==> src/logic/sacf_params.svh <==
// Purpose: Constants for the serial converter frame logic
// Assumes: 40 MHz system clock
// Notes: Counts derive from the times and the clock period

`ifndef SACF_PARAMS_SVH
`define SACF_PARAMS_SVH

// ----------------------------------------
// Clock and intervals
// ----------------------------------------
`define SACF_CLK_NS 25
`define SACF_ACQ_NS 350
`define SACF_ACQ_CYC ((`SACF_ACQ_NS + `SACF_CLK_NS - 1) / `SACF_CLK_NS)
`define SACF_QUIET_NS 50
`define SACF_QUIET_CYC ((`SACF_QUIET_NS + `SACF_CLK_NS - 1) / `SACF_CLK_NS)

// ----------------------------------------
// Frame layout
// ----------------------------------------
`define SACF_TRACK_RISE 13
`define SACF_RELEASE_FALL 16
`define SACF_LEAD_ZEROS 3
`define SACF_DATA_W 12
`define SACF_FRAME_BITS 16
`define SACF_CNT_W 5
`define SACF_BUF_DEPTH 2

`endif

==> src/logic/sacf_pkg.sv <==
// Purpose: Types for the serial converter frame logic
// Assumes: Nothing beyond the parameter header
// Notes: Phase codes follow a Gray path through one frame

package sacf_pkg;

  // ----------------------------------------
  // Frame phase
  // ----------------------------------------
  typedef enum logic [1:0] {
    SACF_IDLE = 2'b00,
    SACF_HOLD = 2'b01,
    SACF_TAIL = 2'b11,
    SACF_DONE = 2'b10
  } sacf_phase_e;

endpackage

==> src/logic/sacf_buf_if.sv <==
// Purpose: Valid/ready carrier between frame logic and its sample buffer
// Assumes: One clock domain
// Notes: Store side is the buffer, user side is the frame logic

`timescale 1ns/1ps

interface sacf_buf_if #(
  parameter int W = 12
);
  logic in_valid;
  logic in_ready;
  logic [W-1:0] in_data;
  logic out_valid;
  logic out_ready;
  logic [W-1:0] out_data;

  modport store (
    input in_valid,
    input in_data,
    input out_ready,
    output in_ready,
    output out_valid,
    output out_data
  );

  modport user (
    output in_valid,
    output in_data,
    output out_ready,
    input in_ready,
    input out_valid,
    input out_data
  );
endinterface

==> src/logic/sacf_buf.sv <==
// Purpose: Two-entry sample buffer with valid and ready on both sides
// Assumes: Push and pop on the same clock
// Notes: Ready toward the source is registered so it can leave the top directly

`timescale 1ns/1ps
`include "sacf_params.svh"

module sacf_buf #(
  parameter int W = 12,
  parameter int DEPTH = `SACF_BUF_DEPTH
) (
  // Clock and reset
  input wire logic clk_i,
  input wire logic rst_n_i,
  // Buffer ports
  sacf_buf_if.store bus
);

  generate
    if (DEPTH != 2) begin : g_chk
      $error("sacf_buf supports exactly two entries");
    end
  endgenerate

  logic [W-1:0] mem_r [DEPTH];
  logic wr_ptr_r;
  logic rd_ptr_r;
  logic [1:0] cnt_r;
  logic [1:0] cnt_nxt;
  logic in_ready_r;
  logic push;
  logic pop;

  assign push = bus.in_valid & in_ready_r;
  assign pop = bus.out_ready & (cnt_r != 2'h0);
  assign bus.in_ready = in_ready_r;
  assign bus.out_valid = (cnt_r != 2'h0);
  assign bus.out_data = mem_r[rd_ptr_r];

  always_comb begin
    cnt_nxt = cnt_r;
    if (push && !pop) begin
      cnt_nxt = cnt_r + 2'h1;
    end else if (pop && !push) begin
      cnt_nxt = cnt_r - 2'h1;
    end
  end

  always_ff @(posedge clk_i or negedge rst_n_i) begin
    if (!rst_n_i) begin
      cnt_r <= 2'h0;
      in_ready_r <= 1'b1;
    end else begin
      cnt_r <= cnt_nxt;
      in_ready_r <= (cnt_nxt != 2'h2);
    end
  end

  always_ff @(posedge clk_i or negedge rst_n_i) begin
    if (!rst_n_i) begin
      wr_ptr_r <= 1'b0;
      rd_ptr_r <= 1'b0;
    end else begin
      if (push) begin
        wr_ptr_r <= ~wr_ptr_r;
      end
      if (pop) begin
        rd_ptr_r <= ~rd_ptr_r;
      end
    end
  end

  // Storage has no reset; a word is only read after it was written
  always_ff @(posedge clk_i) begin
    if (push) begin
      mem_r[wr_ptr_r] <= bus.in_data;
    end
  end

endmodule

==> src/logic/sacf_frame.sv <==
// Purpose: Conversion framing and serial result output of a 12-bit converter
// Assumes: Frame select and serial clock are pins, sampled at 40 MHz
// Notes: Samples arrive as digital words through a two-entry buffer
//
// Operation
// - Frame select falling captures the sample and enters holding.
// - Thirteenth serial clock rise ends holding and returns to tracking.
// - Sixteenth serial clock fall ends conversion and releases the output.
// - Frame select falling starts driving the serial output.
// - Each new bit changes after a serial clock fall.
// - Three leading zeros, then twelve result bits, most significant first.
// - Result is plain binary, unchanged.

`timescale 1ns/1ps
`include "sacf_params.svh"

module sacf_frame #(
  parameter int DATA_W = `SACF_DATA_W,
  parameter int LEAD_ZEROS = `SACF_LEAD_ZEROS
) (
  // Clock and reset
  input wire logic clk_i,
  input wire logic rst_n_i,
  // Serial link pins
  input wire logic frame_sel_n_i,
  input wire logic sclk_i,
  output logic serial_result_out_o,
  output logic serial_result_oe_o,
  // Sample source
  input wire logic [DATA_W-1:0] sample_i,
  input wire logic sample_valid_i,
  output logic sample_ready_o,
  // Status
  output logic holding_o,
  output logic acq_err_o,
  output logic quiet_err_o
);

  // ----------------------------------------
  // Elaboration checks
  // ----------------------------------------
  localparam int FB = `SACF_FRAME_BITS;
  localparam int PAD = FB - LEAD_ZEROS - DATA_W;

  generate
    if (PAD < 1) begin : g_chk
      $error("sacf_frame: zeros plus data must leave one pad bit in the frame");
    end
  endgenerate

  localparam logic [`SACF_CNT_W-1:0] RISE_LAST = `SACF_CNT_W'(`SACF_TRACK_RISE - 1);
  localparam logic [`SACF_CNT_W-1:0] FALL_LAST = `SACF_CNT_W'(`SACF_RELEASE_FALL - 1);
  localparam logic [`SACF_CNT_W-1:0] CNT_MAX = {`SACF_CNT_W{1'b1}};
  localparam logic [4:0] ACQ_CYC = 5'(`SACF_ACQ_CYC);
  localparam logic [4:0] QUIET_CYC = 5'(`SACF_QUIET_CYC);

  // ----------------------------------------
  // Pin synchronisers and edges
  // ----------------------------------------
  logic cs_m_r, cs_s_r, cs_d_r;
  logic ck_m_r, ck_s_r, ck_d_r;
  logic cs_fall, cs_rise, rise_evt, fall_evt;

  // Select idles high and the bit clock low, so reset leaves no false edge
  always_ff @(posedge clk_i or negedge rst_n_i) begin
    if (!rst_n_i) begin
      cs_m_r <= 1'b1;
      cs_s_r <= 1'b1;
      cs_d_r <= 1'b1;
      ck_m_r <= 1'b0;
      ck_s_r <= 1'b0;
      ck_d_r <= 1'b0;
    end else begin
      cs_m_r <= frame_sel_n_i;
      cs_s_r <= cs_m_r;
      cs_d_r <= cs_s_r;
      ck_m_r <= sclk_i;
      ck_s_r <= ck_m_r;
      ck_d_r <= ck_s_r;
    end
  end

  assign cs_fall = cs_d_r & ~cs_s_r;
  assign cs_rise = ~cs_d_r & cs_s_r;
  assign rise_evt = ~ck_d_r & ck_s_r & ~cs_s_r;
  assign fall_evt = ck_d_r & ~ck_s_r & ~cs_s_r;

  // ----------------------------------------
  // Sample buffer
  // ----------------------------------------
  sacf_buf_if #(.W(DATA_W)) buf_bus ();

  assign buf_bus.in_valid = sample_valid_i;
  assign buf_bus.in_data = sample_i;
  assign buf_bus.out_ready = cs_fall;
  assign sample_ready_o = buf_bus.in_ready;

  sacf_buf #(
    .W(DATA_W),
    .DEPTH(`SACF_BUF_DEPTH)
  ) u_buf (
    .clk_i(clk_i),
    .rst_n_i(rst_n_i),
    .bus(buf_bus.store)
  );

  // ----------------------------------------
  // Edge counters
  // ----------------------------------------
  logic [`SACF_CNT_W-1:0] rise_cnt_r;
  logic [`SACF_CNT_W-1:0] fall_cnt_r;

  always_ff @(posedge clk_i or negedge rst_n_i) begin
    if (!rst_n_i) begin
      rise_cnt_r <= '0;
      fall_cnt_r <= '0;
    end else if (cs_fall) begin
      rise_cnt_r <= '0;
      fall_cnt_r <= '0;
    end else begin
      if (rise_evt && rise_cnt_r != CNT_MAX) begin
        rise_cnt_r <= rise_cnt_r + `SACF_CNT_W'(1);
      end
      if (fall_evt && fall_cnt_r != CNT_MAX) begin
        fall_cnt_r <= fall_cnt_r + `SACF_CNT_W'(1);
      end
    end
  end

  // ----------------------------------------
  // Frame phase
  // ----------------------------------------
  sacf_pkg::sacf_phase_e phase_r, phase_nxt;
  logic hold_r, oe_r;

  always_comb begin
    phase_nxt = phase_r;
    if (cs_fall) begin
      phase_nxt = sacf_pkg::SACF_HOLD;
    end else if (cs_rise) begin
      phase_nxt = sacf_pkg::SACF_IDLE;
    end else begin
      unique case (phase_r)
        sacf_pkg::SACF_IDLE: phase_nxt = sacf_pkg::SACF_IDLE;
        sacf_pkg::SACF_HOLD: begin
          if (rise_evt && rise_cnt_r == RISE_LAST) begin
            phase_nxt = sacf_pkg::SACF_TAIL;
          end
        end
        sacf_pkg::SACF_TAIL: begin
          if (fall_evt && fall_cnt_r == FALL_LAST) begin
            phase_nxt = sacf_pkg::SACF_DONE;
          end
        end
        sacf_pkg::SACF_DONE: phase_nxt = sacf_pkg::SACF_DONE;
      endcase
    end
  end

  always_ff @(posedge clk_i or negedge rst_n_i) begin
    if (!rst_n_i) begin
      phase_r <= sacf_pkg::SACF_IDLE;
      hold_r <= 1'b0;
      oe_r <= 1'b0;
    end else begin
      phase_r <= phase_nxt;
      hold_r <= (phase_nxt == sacf_pkg::SACF_HOLD);
      oe_r <= (phase_nxt == sacf_pkg::SACF_HOLD) || (phase_nxt == sacf_pkg::SACF_TAIL);
    end
  end

  // ----------------------------------------
  // Result shifter
  // ----------------------------------------
  logic [DATA_W-1:0] word_r;
  logic [FB-1:0] shift_r;
  logic dout_r;
  logic [DATA_W-1:0] word_now;

  // An empty buffer repeats the last word rather than shifting garbage
  assign word_now = buf_bus.out_valid ? buf_bus.out_data : word_r;

  always_ff @(posedge clk_i or negedge rst_n_i) begin
    if (!rst_n_i) begin
      word_r <= '0;
      shift_r <= '0;
      dout_r <= 1'b0;
    end else if (cs_fall) begin
      word_r <= word_now;
      shift_r <= {{LEAD_ZEROS{1'b0}}, word_now, {PAD{1'b0}}};
      dout_r <= 1'b0;
    end else if (fall_evt && phase_r != sacf_pkg::SACF_IDLE && fall_cnt_r < FALL_LAST) begin
      shift_r <= {shift_r[FB-2:0], 1'b0};
      dout_r <= shift_r[FB-2];
    end
  end

  // ----------------------------------------
  // Host interval checks
  // ----------------------------------------
  logic [4:0] acq_cnt_r, quiet_cnt_r;
  logic acq_err_r, quiet_err_r;

  always_ff @(posedge clk_i or negedge rst_n_i) begin
    if (!rst_n_i) begin
      acq_cnt_r <= ACQ_CYC;
      quiet_cnt_r <= QUIET_CYC;
      acq_err_r <= 1'b0;
      quiet_err_r <= 1'b0;
    end else begin
      if (hold_r) begin
        acq_cnt_r <= 5'h00;
      end else if (acq_cnt_r < ACQ_CYC) begin
        acq_cnt_r <= acq_cnt_r + 5'h01;
      end
      if (oe_r) begin
        quiet_cnt_r <= 5'h00;
      end else if (quiet_cnt_r < QUIET_CYC) begin
        quiet_cnt_r <= quiet_cnt_r + 5'h01;
      end
      acq_err_r <= cs_fall && (acq_cnt_r < ACQ_CYC);
      quiet_err_r <= cs_fall && (quiet_cnt_r < QUIET_CYC);
    end
  end

  assign serial_result_out_o = dout_r;
  assign serial_result_oe_o = oe_r;
  assign holding_o = hold_r;
  assign acq_err_o = acq_err_r;
  assign quiet_err_o = quiet_err_r;

  // ----------------------------------------
  // Assertions
  // ----------------------------------------
  property p_hold_on_start;
    @(posedge clk_i) disable iff (!rst_n_i) cs_fall |=> hold_r && phase_r == sacf_pkg::SACF_HOLD;
  endproperty
  a_hold_on_start: assert property (p_hold_on_start) else $error("no hold after frame start");

  property p_track_at_13;
    @(posedge clk_i) disable iff (!rst_n_i)
      (phase_r == sacf_pkg::SACF_HOLD && rise_evt && rise_cnt_r == 5'd12 && !cs_rise && !cs_fall) |=> !hold_r && oe_r;
  endproperty
  a_track_at_13: assert property (p_track_at_13) else $error("hold not left at 13th rise");

  property p_hold_before_13;
    @(posedge clk_i) disable iff (!rst_n_i) hold_r |-> rise_cnt_r < 5'd13;
  endproperty
  a_hold_before_13: assert property (p_hold_before_13) else $error("hold outlived 13th rise");

  property p_release_at_16;
    @(posedge clk_i) disable iff (!rst_n_i)
      (oe_r && fall_evt && fall_cnt_r == 5'd15 && !cs_fall) |=> !oe_r;
  endproperty
  a_release_at_16: assert property (p_release_at_16) else $error("output not released at 16th fall");

  property p_drive_on_start;
    @(posedge clk_i) disable iff (!rst_n_i) cs_fall |=> oe_r && !dout_r;
  endproperty
  a_drive_on_start: assert property (p_drive_on_start) else $error("output not driven at frame start");

  property p_bit_on_fall_only;
    @(posedge clk_i) disable iff (!rst_n_i) (!fall_evt && !cs_fall) |=> $stable(dout_r);
  endproperty
  a_bit_on_fall_only: assert property (p_bit_on_fall_only) else $error("bit changed without a fall");

  property p_lead_zeros;
    @(posedge clk_i) disable iff (!rst_n_i)
      (oe_r && fall_evt && fall_cnt_r < 5'd2 && !cs_fall) |=> !dout_r;
  endproperty
  a_lead_zeros: assert property (p_lead_zeros) else $error("leading bit not zero");

  property p_binary_load;
    @(posedge clk_i) disable iff (!rst_n_i)
      (cs_fall && buf_bus.out_valid) |=> word_r == $past(buf_bus.out_data) ##1 word_r == $past(word_r);
  endproperty
  a_binary_load: assert property (p_binary_load) else $error("captured word altered");

  property p_idle_released;
    @(posedge clk_i) disable iff (!rst_n_i) (cs_s_r && cs_d_r) |-> !oe_r;
  endproperty
  a_idle_released: assert property (p_idle_released) else $error("output driven while select high");

  property p_acq_flag;
    @(posedge clk_i) disable iff (!rst_n_i) (cs_fall && acq_cnt_r < 5'd14) |=> acq_err_r;
  endproperty
  a_acq_flag: assert property (p_acq_flag) else $error("short acquisition not flagged");

endmodule

==> config.mk <==
export PLATFORM = sky130hd
export DESIGN_NAME = sacf_frame
export DESIGN_NICKNAME = d
export VERILOG_FILES = /design/src/logic/sacf_pkg.sv /design/src/logic/sacf_buf_if.sv /design/src/logic/sacf_buf.sv /design/src/logic/sacf_frame.sv
export VERILOG_INCLUDE_DIRS = /design/src /design/src/logic
export SDC_FILE = /design/constraint.sdc
export NUM_CORES = 1
export LEC_CHECK = 0
export BUFFER_PORTS_ARGS = -buffer_cell sky130_fd_sc_hd__buf_2
export CORE_ASPECT_RATIO = 1.25
export CORE_MARGIN = 10
export CORE_UTILIZATION = 32
export CTS_BUF_LIST = sky130_fd_sc_hd__clkbuf_4 sky130_fd_sc_hd__clkbuf_8
export CTS_CLUSTER_SIZE = 40
export DETAILED_ROUTE_END_ITERATION = 10
export GPL_ROUTABILITY_DRIVEN = 0
export GPL_TIMING_DRIVEN = 1
export SLEW_MARGIN = 10
export SYNTH_ARGS = -nofsm -noshare
export SYNTH_HDL_FRONTEND = slang
export SYNTH_SLANG_ARGS = --single-unit
==> constraint.sdc <==
create_clock -name clk_i -period 3.81 [get_ports clk_i]
set_input_delay 0.381 -clock clk_i [delete_from_list [all_inputs] [get_ports clk_i]]
set_output_delay 0.381 -clock clk_i [all_outputs]
set_load 0.02 [all_outputs]
## Word level (Yosys, flattened, before mapping)

Memories as Yosys holds them, arrays and structs flattened.
Index checks and enable logic that the tools add are counted.

- Register bits: 65
- Bits in writable memories: 24
- Output and inout bits: 6
- Memories: 1

- $add $sub $neg: 6
- Order comparisons: 3
- Equal/unequal tests: 10
- Mux-type cells: 22
- Bitwise operators: 14
- Reductions and logical operators: 21

Memory list:

| memory | depth | bits a word | read ports | clocked after memory_dff | write ports | RTL line | RTL |
|---|---|---|---|---|---|---|---|
| u_buf.mem_r | 2 | 12 | 1 | 0 | 1 | sacf_buf.sv:25 | `logic [W-1:0] mem_r [DEPTH];` |

Operator list:

| cell | number |
|---|---|
| $mux W5 | 8 |
| $mux W15 | 2 |
| $add A5 B1 Y5 const B | 4 |
| $reduce_bool A2 Y1 | 7 |
| $mux W12 | 1 |
| $mux W2 | 6 |
| $eq A5 B4 Y1 const B | 2 |
| $logic_and A1 B1 Y1 | 10 |
| $lt A5 B4 Y1 const B | 2 |
| $ne A5 B5 Y1 const B | 2 |
| $and A1 B1 Y1 | 8 |
| $pmux W2 S4 | 1 |
| $eq A2 B2 Y1 const B | 3 |
| $not A1 Y1 | 6 |
| $lt A5 B2 Y1 const B | 1 |
| $eq A2 B1 Y1 const B | 2 |
| $mux W1 | 4 |
| $add A2 B1 Y2 const B | 1 |
| $logic_not A1 Y1 | 2 |
| $logic_not A2 Y1 | 1 |
| $ne A2 B2 Y1 const B | 1 |
| $sub A2 B1 Y2 const B | 1 |
| $logic_or A1 B1 Y1 | 1 |

## Logic depth before layout (Yosys ltp)

Gate-level depths: netlist of run 1.

- Depth after elaboration: 10
- Depth in mapped cells: 7
- Depth with buffers taken out: 7

## Cells and area by module

From an unflattened synthesis of run 1, not the netlist that was laid out.

- Cell total of the unflattened synthesis: 316
- Area, all modules: 3819.9 µm²

By module, submodules not included:

| module | times used | cells each | area an instance (µm²) | seq. area each (µm²) |
|---|---|---|---|---|
| sacf_frame | 1 | 256 | 2700.1 | 1460.2 |
| sacf_buf | 1 | 60 | 1119.8 | 847.1 |

## Least setup slack after synthesis of run 1

OpenSTA, ideal clock, no wires.

- Path type: flip-flop to flip-flop
- Start point: reg rise_cnt_r[0]
- End point: reg rise_cnt_r[3]
- Library setup time: 0.132 ns
- Arrival time: 1.765 ns
- Required time: 3.678 ns
- Setup slack: 1.914 ns
- Cell stages (with the launch flop): 8
- Path buffers: 0
- Period minus slack after synthesis: 1.896 ns
- Cells stage by stage: dfrtp_1 > ha_1 > and3_1 > ha_1 > nor4b_2 > nand4_1 > xor2_1 > nor2_1

- Word-level cells in the longest chain between the ends: 3

RTL lines:

| what | RTL line | RTL |
|---|---|---|
| start: declaration | sacf_frame.sv:110 | `` logic [`SACF_CNT_W-1:0] rise_cnt_r; `` |
| start signal: assignment | sacf_frame.sv:122 | `` rise_cnt_r <= rise_cnt_r + `SACF_CNT_W'(1); `` |
| $add A5 B1 Y5 / $ne A5 B5 Y1 (equally long branches) | sacf_frame.sv:122, sacf_frame.sv:121 |  |
| $mux W5 / $logic_and A1 B1 Y1 (equally long branches) | sacf_frame.sv:121 | `if (rise_evt && rise_cnt_r != CNT_MAX) begin` |
| $mux W5 / $reduce_bool A2 Y1 (equally long branches) | - |  |

Parallel ways exist; a longest one is shown, timed or not. The select of a mux whose other input is x is not followed.
A chain may end at the register's enable or synchronous reset.

## Final worst setup path of run 1

- Start point: reg u_buf.cnt_r[0]
- End point: reg u_buf.cnt_r[0]

- Word-level cells in the longest chain between the ends: 5

RTL lines:

| what | RTL line | RTL |
|---|---|---|
| start: declaration | sacf_buf.sv:28 | `logic [1:0] cnt_r;` |
| start signal: assignment | sacf_buf.sv:54 | `cnt_r <= cnt_nxt;` |
| $reduce_bool A2 Y1 | sacf_buf.sv:35 | `assign pop = bus.out_ready & (cnt_r != 2'h0);` |
| $and A1 B1 Y1 | sacf_buf.sv:35 |  |
| $logic_and A1 B1 Y1 / $logic_not A1 Y1 (equally long branches) | sacf_buf.sv:44, sacf_buf.sv:42 |  |
| $mux W2 / $logic_and A1 B1 Y1 (equally long branches) | sacf_buf.sv:44, sacf_buf.sv:42 |  |
| $mux W2 * | sacf_buf.sv:42 | `if (push && !pop) begin` |
| named net u_buf.cnt_nxt[0] | sacf_buf.sv:29 | `logic [1:0] cnt_nxt;` |

The timed path passes the listed nets; every way through them passes the cells marked *.

==> results of run 1 <==
==> routing by layer <==
metal	GRT usage	wire length, um	vias up
met5	0	0	-
li1	-	-	1131
met1	0.103	2890	1124
met2	0.135	3180	43
met4	0.0482	148	0
met3	0.0256	228	12
==> cell type report <==
cell class	instances	area [sq um]
multi-input cells	197	1290
clock buffers	10	138
flip-flops and latches	87	2310
inverters	7	26.3
well taps	135	169
clock inverters	6	76.3
fillers	1104	7050
repair buffers	25	133
==> placed cells by master, fill, tap and decap left out, types with 9 or more instances in the layout <==
cell,instances
dfrtp_1,55
nor2_1,38
edfxtp_1,24
nand2_1,22
buf_2,22
a21oi_1,19
mux2i_1,18
nand3_1,14
o2111ai_1,11
o21a_1,11
clkbuf_8,10
ha_1,9
==> cells by family after synthesis <==
| kind of cell | Yosys count | synth area share |
|---|---|---|
| adders and majority gates | 9 | 0.0305 |
| muxes | 18 | 0.0489 |
| xor gates and xnor gates | 10 | 0.0238 |
| and+or+nand+nor | 101 | 0.136 |
| AOI/OAI and AO/OA | 59 | 0.110 |
| DFF | 87 | 0.626 |
| buffers and inverters | 22 | 0.0251 |
==> sequential cells by signal, summed over array words and instances (netlist names), 2 cells and up <==
| register | count |
|---|---|
| acq_cnt_r | 5 |
| fall_cnt_r | 5 |
| quiet_cnt_r | 5 |
| rise_cnt_r | 5 |
| shift_r | 14 |
| u_buf.cnt_r | 2 |
| u_buf.mem_r | 24 |
| word_r | 12 |
==> metrics by stage <==
| step | util | hold WS, ns |
|---|---|---|
| after floorplan | - | 0.0854 |
| after global placement | 0.351 | 0.356 |
| after detailed placement | 0.351 | 0.355 |
| after CTS | 0.370 | 0.0951 |
| after global routing | 0.370 | 0.0885 |
| final | 0.370 | 0.111 |
==> worst paths after layout <==
check,start,endpoint,slack [ns],depth (start not counted)
max in group asynchronous,rst_n_i,acq_cnt_r[1]$_DFFE_PN1P_,2.79,2
setup reg to reg,u_buf.cnt_r[0]$_DFF_PN0_,u_buf.cnt_r[0]$_DFF_PN0_,1.63,6
hold / removal,frame_sel_n_i,cs_m_r$_DFF_PN1_,0.11,1
hold reg to reg,cs_m_r$_DFF_PN1_,cs_s_r$_DFF_PN1_,0.36,0
setup / recovery,u_buf.cnt_r[0]$_DFF_PN0_,u_buf.cnt_r[0]$_DFF_PN0_,1.63,6
min in group asynchronous,rst_n_i,u_buf.cnt_r[0]$_DFF_PN0_,0.13,1
==> power groups by stage <==
stage | Combinational [mW] | Sequential, mW | Clock [mW]
after floorplan | 0.459 | 1.31 | 0
after global placement | 0.541 | 1.37 | 0
after detailed placement | 0.556 | 1.37 | 0
after CTS | 0.559 | 1.35 | 0.701
after global routing | 0.636 | 1.38 | 0.742
final | 0.548 | 1.35 | 0.677
==> worst reg2reg max path: stages (launching register included) <==
cell and delay [ns]:
dfrtp_1 0.38, inv_1 0.08, ha_1 0.40, or3b_2 0.68, a21oi_1 0.28, nor2_1 0.12
xnor2_1 0.14
==> metrics, run 1 <==
status finished clean; # rows 43; count of final hold-check violations 0; Antenna Nets Post-Route 0; Critical Path Start Type flip-flop; most area-consuming cells after synthesis dfrtp_1 (37%), edfxtp_1 (20%), dfstp_2 (5.7%); Post-Syn Area 3690 sq um; vias in the first global route roughly 2300; critical path's top delay family simple AND/OR/NAND/NOR gates; full die area 16200 sq um; Post-Syn Instances 306; Sum Neg Setup Slack 0 ns; share of cells above drive strength 1 0.163; DRT iter0 DRCs 121; crit path time final roughly 2.2 ns; WL/cell 13.8 um; CTS Buf Count 9; total power 2.57 mW; Critical path buffers and inverters 1; CTS tree yes; pwr dens about 620 nW/um^2; DR vias/cell ~4.9; first-pass GRT wire length 11.2 mm; final slew viol count 0; LEAKAGE ~1.7 nW; cell accounting for the most synthesized area dfrtp_1; DRC 0; nets 353; Hold Crit Class in -> reg; most frequent cell after synthesis dfrtp_1; #FFs+latches synth 87; initial antenna violation count 0; library cells used by synthesis 41; Overflow after GRT 0; Final Cell Area 4140 sq um; Global Route Usage Sum 0.0864; internal power around 1.8 mW; Resized cells post-CTS 0; crit-path max cell delay approximately 0.68 ns; Max rail drop VDD 0.275 mV; pin count of the biggest net entering global routing 41; Syn Area/Cell 12.0 sq um; total core area 11200 sq um; endpoints failing setup 0; antenna fix cells 0; htree depth 3; Crit. End Element flip-flop; Post-synth EDFFs 24; Yosys Warn Count 0; final setup margin roughly 1.6 ns; Reg power frac 0.524; Max Cap Violations 0; buffers added on ports 22; placed insts 451; Main synth FF type dfrtp_1; asr flop ratio synth 0.724; kind of critical path reg -> reg; worst slew pin tran 1.01 ns; register area share after synthesis 0.626; Psw 0.801 mW; Worst path slowest cell or3b_2; worst path arrival time 2.44 ns; Post-DP HPWL 4.52 mm; Clock power frac 0.263; DIE WIDTH 116 um; syn nets 332; CTS Hold Buffers Added 0; die height 140 um; top cell type's share of synthesized area 0.373; pre-CTS setup slack 1.63 ns; Worst-path clk slew 0.09 ns; latest clock arrival within the worst-skew pair 0.37 ns; fraction of the cycle the final worst path needs 0.573; CTS root buf clkbuf_8; initial core utilization 0.329; Placed Area 3920 sq um; most frequent cells after synthesis dfrtp_1 (55), nor2_1 (38), edfxtp_1 (24), nand2_1 (22), a21oi_1 (19); drt total wl 6.45 mm; Highest Clock Rate roughly 460 MHz; via count roughly 2300; Max-slew headroom 0.325; combinational power share 0.213; count of TritonRoute iterations in the first routing pass 4; Layout Cells excl Fill 467; Post-CTS Repair Setup Buffers 0; CTS sink cnt 87; crit-path cells inv_1 -> ha_1 -> or3b_2 -> a21oi_1 -> nor2_1 -> xnor2_1; critical path required time 4.06 ns; Sw Ratio 0.311; RSZ-0062 raised after global routing no; CTS max path bufs 2; num ports 23; area growth from synthesis to layout 12.2%; Setup Skew 0.00600 ns; Worst Path Max Fanout 15
(Power assumes the default switching activity.)
==> inputs of run 2 (changes only) <==
Settings changed: ABC_AREA set to 1.
Clock period 3.81 ns to 2.1 ns, I/O delays scaled along.
==> run 2 against run 1 <==
- count of clock-buffer cells in the layout unchanged
- die area up 3.5%
- hold slack worse by 0.066 ns
- via count up 17%
- synthesized area up 4.1%
- global-route usage about the same
- maximum frequency up 33%
- clock skew up 0.0023 ns
- sequential power up 79%
- first-iteration DRC count up 37%
- largest cell class unchanged
==> metrics, run 2 <==
status finished clean; Hold Crit Class in -> reg; top cell type's share of synthesized area 0.358; Global Route Usage Sum 0.0866; LEAKAGE approximately 2.1 nW; final slew viol count 0; CTS sink cnt between 80 and 90; crit path time final ~1.6 ns; via count 2692; Psw approximately 1.4 mW; cell accounting for the most synthesized area dfrtp_1; Critical path destination rise_cnt_r[0]$_DFFE_PN0P_; asr flop ratio synth 0.724; drt total wl about 6.9 mm; Reg power frac 0.493; Placed Area 4120 sq um; endpoints failing setup 0; fill count around 1200; Register Area 2310 sq um; fraction of the cycle the final worst path needs 0.784; R2R cell count 6; Biggest register u_buf.mem_r; Largest regs u_buf.mem_r: 24 flops, shift_r: 14 flops, word_r: 12 flops; nets 464; most frequent cells after synthesis nand2_1 (131), dfrtp_1 (55), inv_1 (49), nand3_1 (44), o21ai_0 (25); antenna fix cells 0; count of TritonRoute iterations in the first routing pass 5; full die area 16800 sq um; Post-Syn Area 3840 sq um; area growth from synthesis to layout 14.9%; kind of critical path reg -> reg; Post-DP HPWL around 4.7 mm; Max rail drop VDD 0.578 mV; #FFs+latches synth 87; die height 142 um; Crit. End Element flip-flop; commonest non-fill, non-tap cell in the layout nand2_1; Clock power frac 0.307; share of cells above drive strength 1 0.140; buffers added on ports 22; Max-slew headroom 0.570; Post-synth EDFFs 24; syn nets around 440; most area-consuming cells after synthesis dfrtp_1 (36%), edfxtp_1 (19%), nand2_1 (13%); first-pass GRT wire length 12.4 mm; Final Cell Area 4410 sq um; Setup Skew 0.00826 ns; reg2reg setup slack 0.45 ns; DRT iter0 DRCs 166; CTS max path bufs 2; CTS root buf clkbuf_8; Worst Path Max Fanout 5; Resized cells post-CTS 0; initial antenna violation count 0; critical path required time 2.31 ns; RR Startpoint rise_cnt_r[0]$_DFFE_PN0P_; Max Cap Violations 0; # rows 44; combinational power share 0.200; library cells used by synthesis 27; DRC 0; htree depth 3; pin count of the biggest net entering global routing 64; CTS Buf Count 9; Post-Syn Instances 409; max reg flops 24; commonest cells after routing, fill and taps aside nand2_1 (131), dfrtp_1 (55), inv_1 (49); Critical Path Start Type flip-flop; Overflow after GRT 0; Yosys Warn Count 0; WL/cell 11.5 um; latest clock arrival within the worst-skew pair 0.34 ns; Sw Ratio 0.293; DR vias/cell 4.46; RSZ-0062 raised after global routing no; Post-CTS Repair Setup Buffers 0; Main synth FF type dfrtp_1; Highest Clock Rate 608 MHz; initial core utilization 0.329; Worst-path clk slew 0.09 ns; num ports 23; Sum Neg Setup Slack 0 ns; pwr dens around 1100 nW/um^2; FF-to-FF End rise_cnt_r[0]$_DFFE_PN0P_; vias in the first global route between 2000 and 3000; count of final hold-check violations 0; total core area 11700 sq um; register area share after synthesis 0.601; DIE WIDTH about 120 um; most frequent cell after synthesis nand2_1; CTS tree yes; Antenna Nets Post-Route 0; worst slew pin tran 0.645 ns; worst path arrival time approximately 1.9 ns; Syn Area/Cell 9.39 sq um; Critical path origin rise_cnt_r[0]$_DFFE_PN0P_; internal power 3.47 mW; Multi-input gate area 1260 sq um
==> run 2: cell types whose count changed in the layout (fill, tap and decap cells not counted), moves of 16 or more <==
cell | before | now
inv_1 | 7 | 49
o21ai_0 | 8 | 25
a21oi_1 | 19 | 3
nand2_1 | 22 | 131
mux2i_1 | 18 | 0
nand3_1 | 14 | 44
==> run 2: final cells by class <==
type,instances,area share
timing repair buffer,30,0.0431
multi-input combinational,260,0.286
tap,161,0.0457
sequential,87,0.523
inverter,50,0.0425
clock inverter,6,0.0301
clock buffer,10,0.0298
==> run 2: timing repair <==
item	4_1_cts	5_1_grt
endpoints found under the setup margin	0	0
hold buffers	3	0
endpoints found under the hold margin	57	0
==> run 2: power by group through the flow <==
stage / logic (mW) / registers [mW] / clock network (mW)
finish: 0.982 / 2.42 / 1.51
detailed placement: 0.987 / 2.45 / 0
floorplan: 0.789 / 2.37 / 0
CTS: 0.999 / 2.42 / 1.54
global route: 1.16 / 2.48 / 1.62
global placement: 0.943 / 2.44 / 0
==> run 2: worst max-delay path: stages (launching register included) <==
cell     delay, ns
dfrtp_1       0.41
ha_1          0.23
inv_1         0.06
nor2_1        0.04
ha_1          0.18
o21ai_0       0.42
o21ai_0       0.16
==> run 2: routing by layer <==
layer,up-vias,share of wire,GRT usage,routed length [um]
met5,-,0,0,0
met2,38,0.49,0.151,3390
met3,10,0.027,0.0163,185
met4,0,0.019,0.0411,133
met1,1285,0.46,0.101,3220
li1,1359,-,-,-
==> run 2: worst min-delay path by stage <==
stage	startpoint	to	slack, ns	cells past startpoint
4_1_cts	sample_i[9]	u_buf.mem_r[0][9]$_DFFE_PP_	0.04	1
6_report	sample_i[9]	u_buf.mem_r[0][9]$_DFFE_PP_	0.04	1
5_1_grt	sample_i[11]	u_buf.mem_r[0][11]$_DFFE_PP_	0.03	1
3_3_place_gp	rst_n_i	ck_m_r$_DFF_PN0_	0.25	2
2_1_floorplan	rst_n_i	acq_cnt_r[0]$_DFFE_PN0P_	-0.09	0
3_5_place_dp	rst_n_i	u_buf.wr_ptr_r$_DFFE_PN0P_	0.25	2
==> run 2: logic make-up (layout without fill, tap and decap cells) <==
family | count (synthesis) | in the layout | synth area share
AND/OR/NAND/NOR | 214 | 214 | 0.243
flip-flops | 87 | 87 | 0.601
buffers and inverters | 62 | 96 | 0.0707
AO/OA/AOI/OAI | 33 | 33 | 0.0466
adder cells (fa/ha/maj) | 9 | 9 | 0.0293
XOR/XNOR | 4 | 4 | 0.00913
==> run 2: metrics by stage <==
stage | setup slack, ns | instances | hold slack [ns] | util | power [mW]
3_3_place_gp | 0.545 | 585 | 0.249 | 0.353 | 3.38
5_1_grt | 0.261 | 604 | 0.0306 | 0.378 | 5.26
2_1_floorplan | 0.465 | 409 | -0.0856 | - | 3.16
3_5_place_dp | 0.456 | 585 | 0.253 | 0.353 | 3.44
4_1_cts | 0.427 | 604 | 0.0360 | 0.378 | 4.96
6_report | 0.454 | 604 | 0.0447 | 0.378 | 4.91
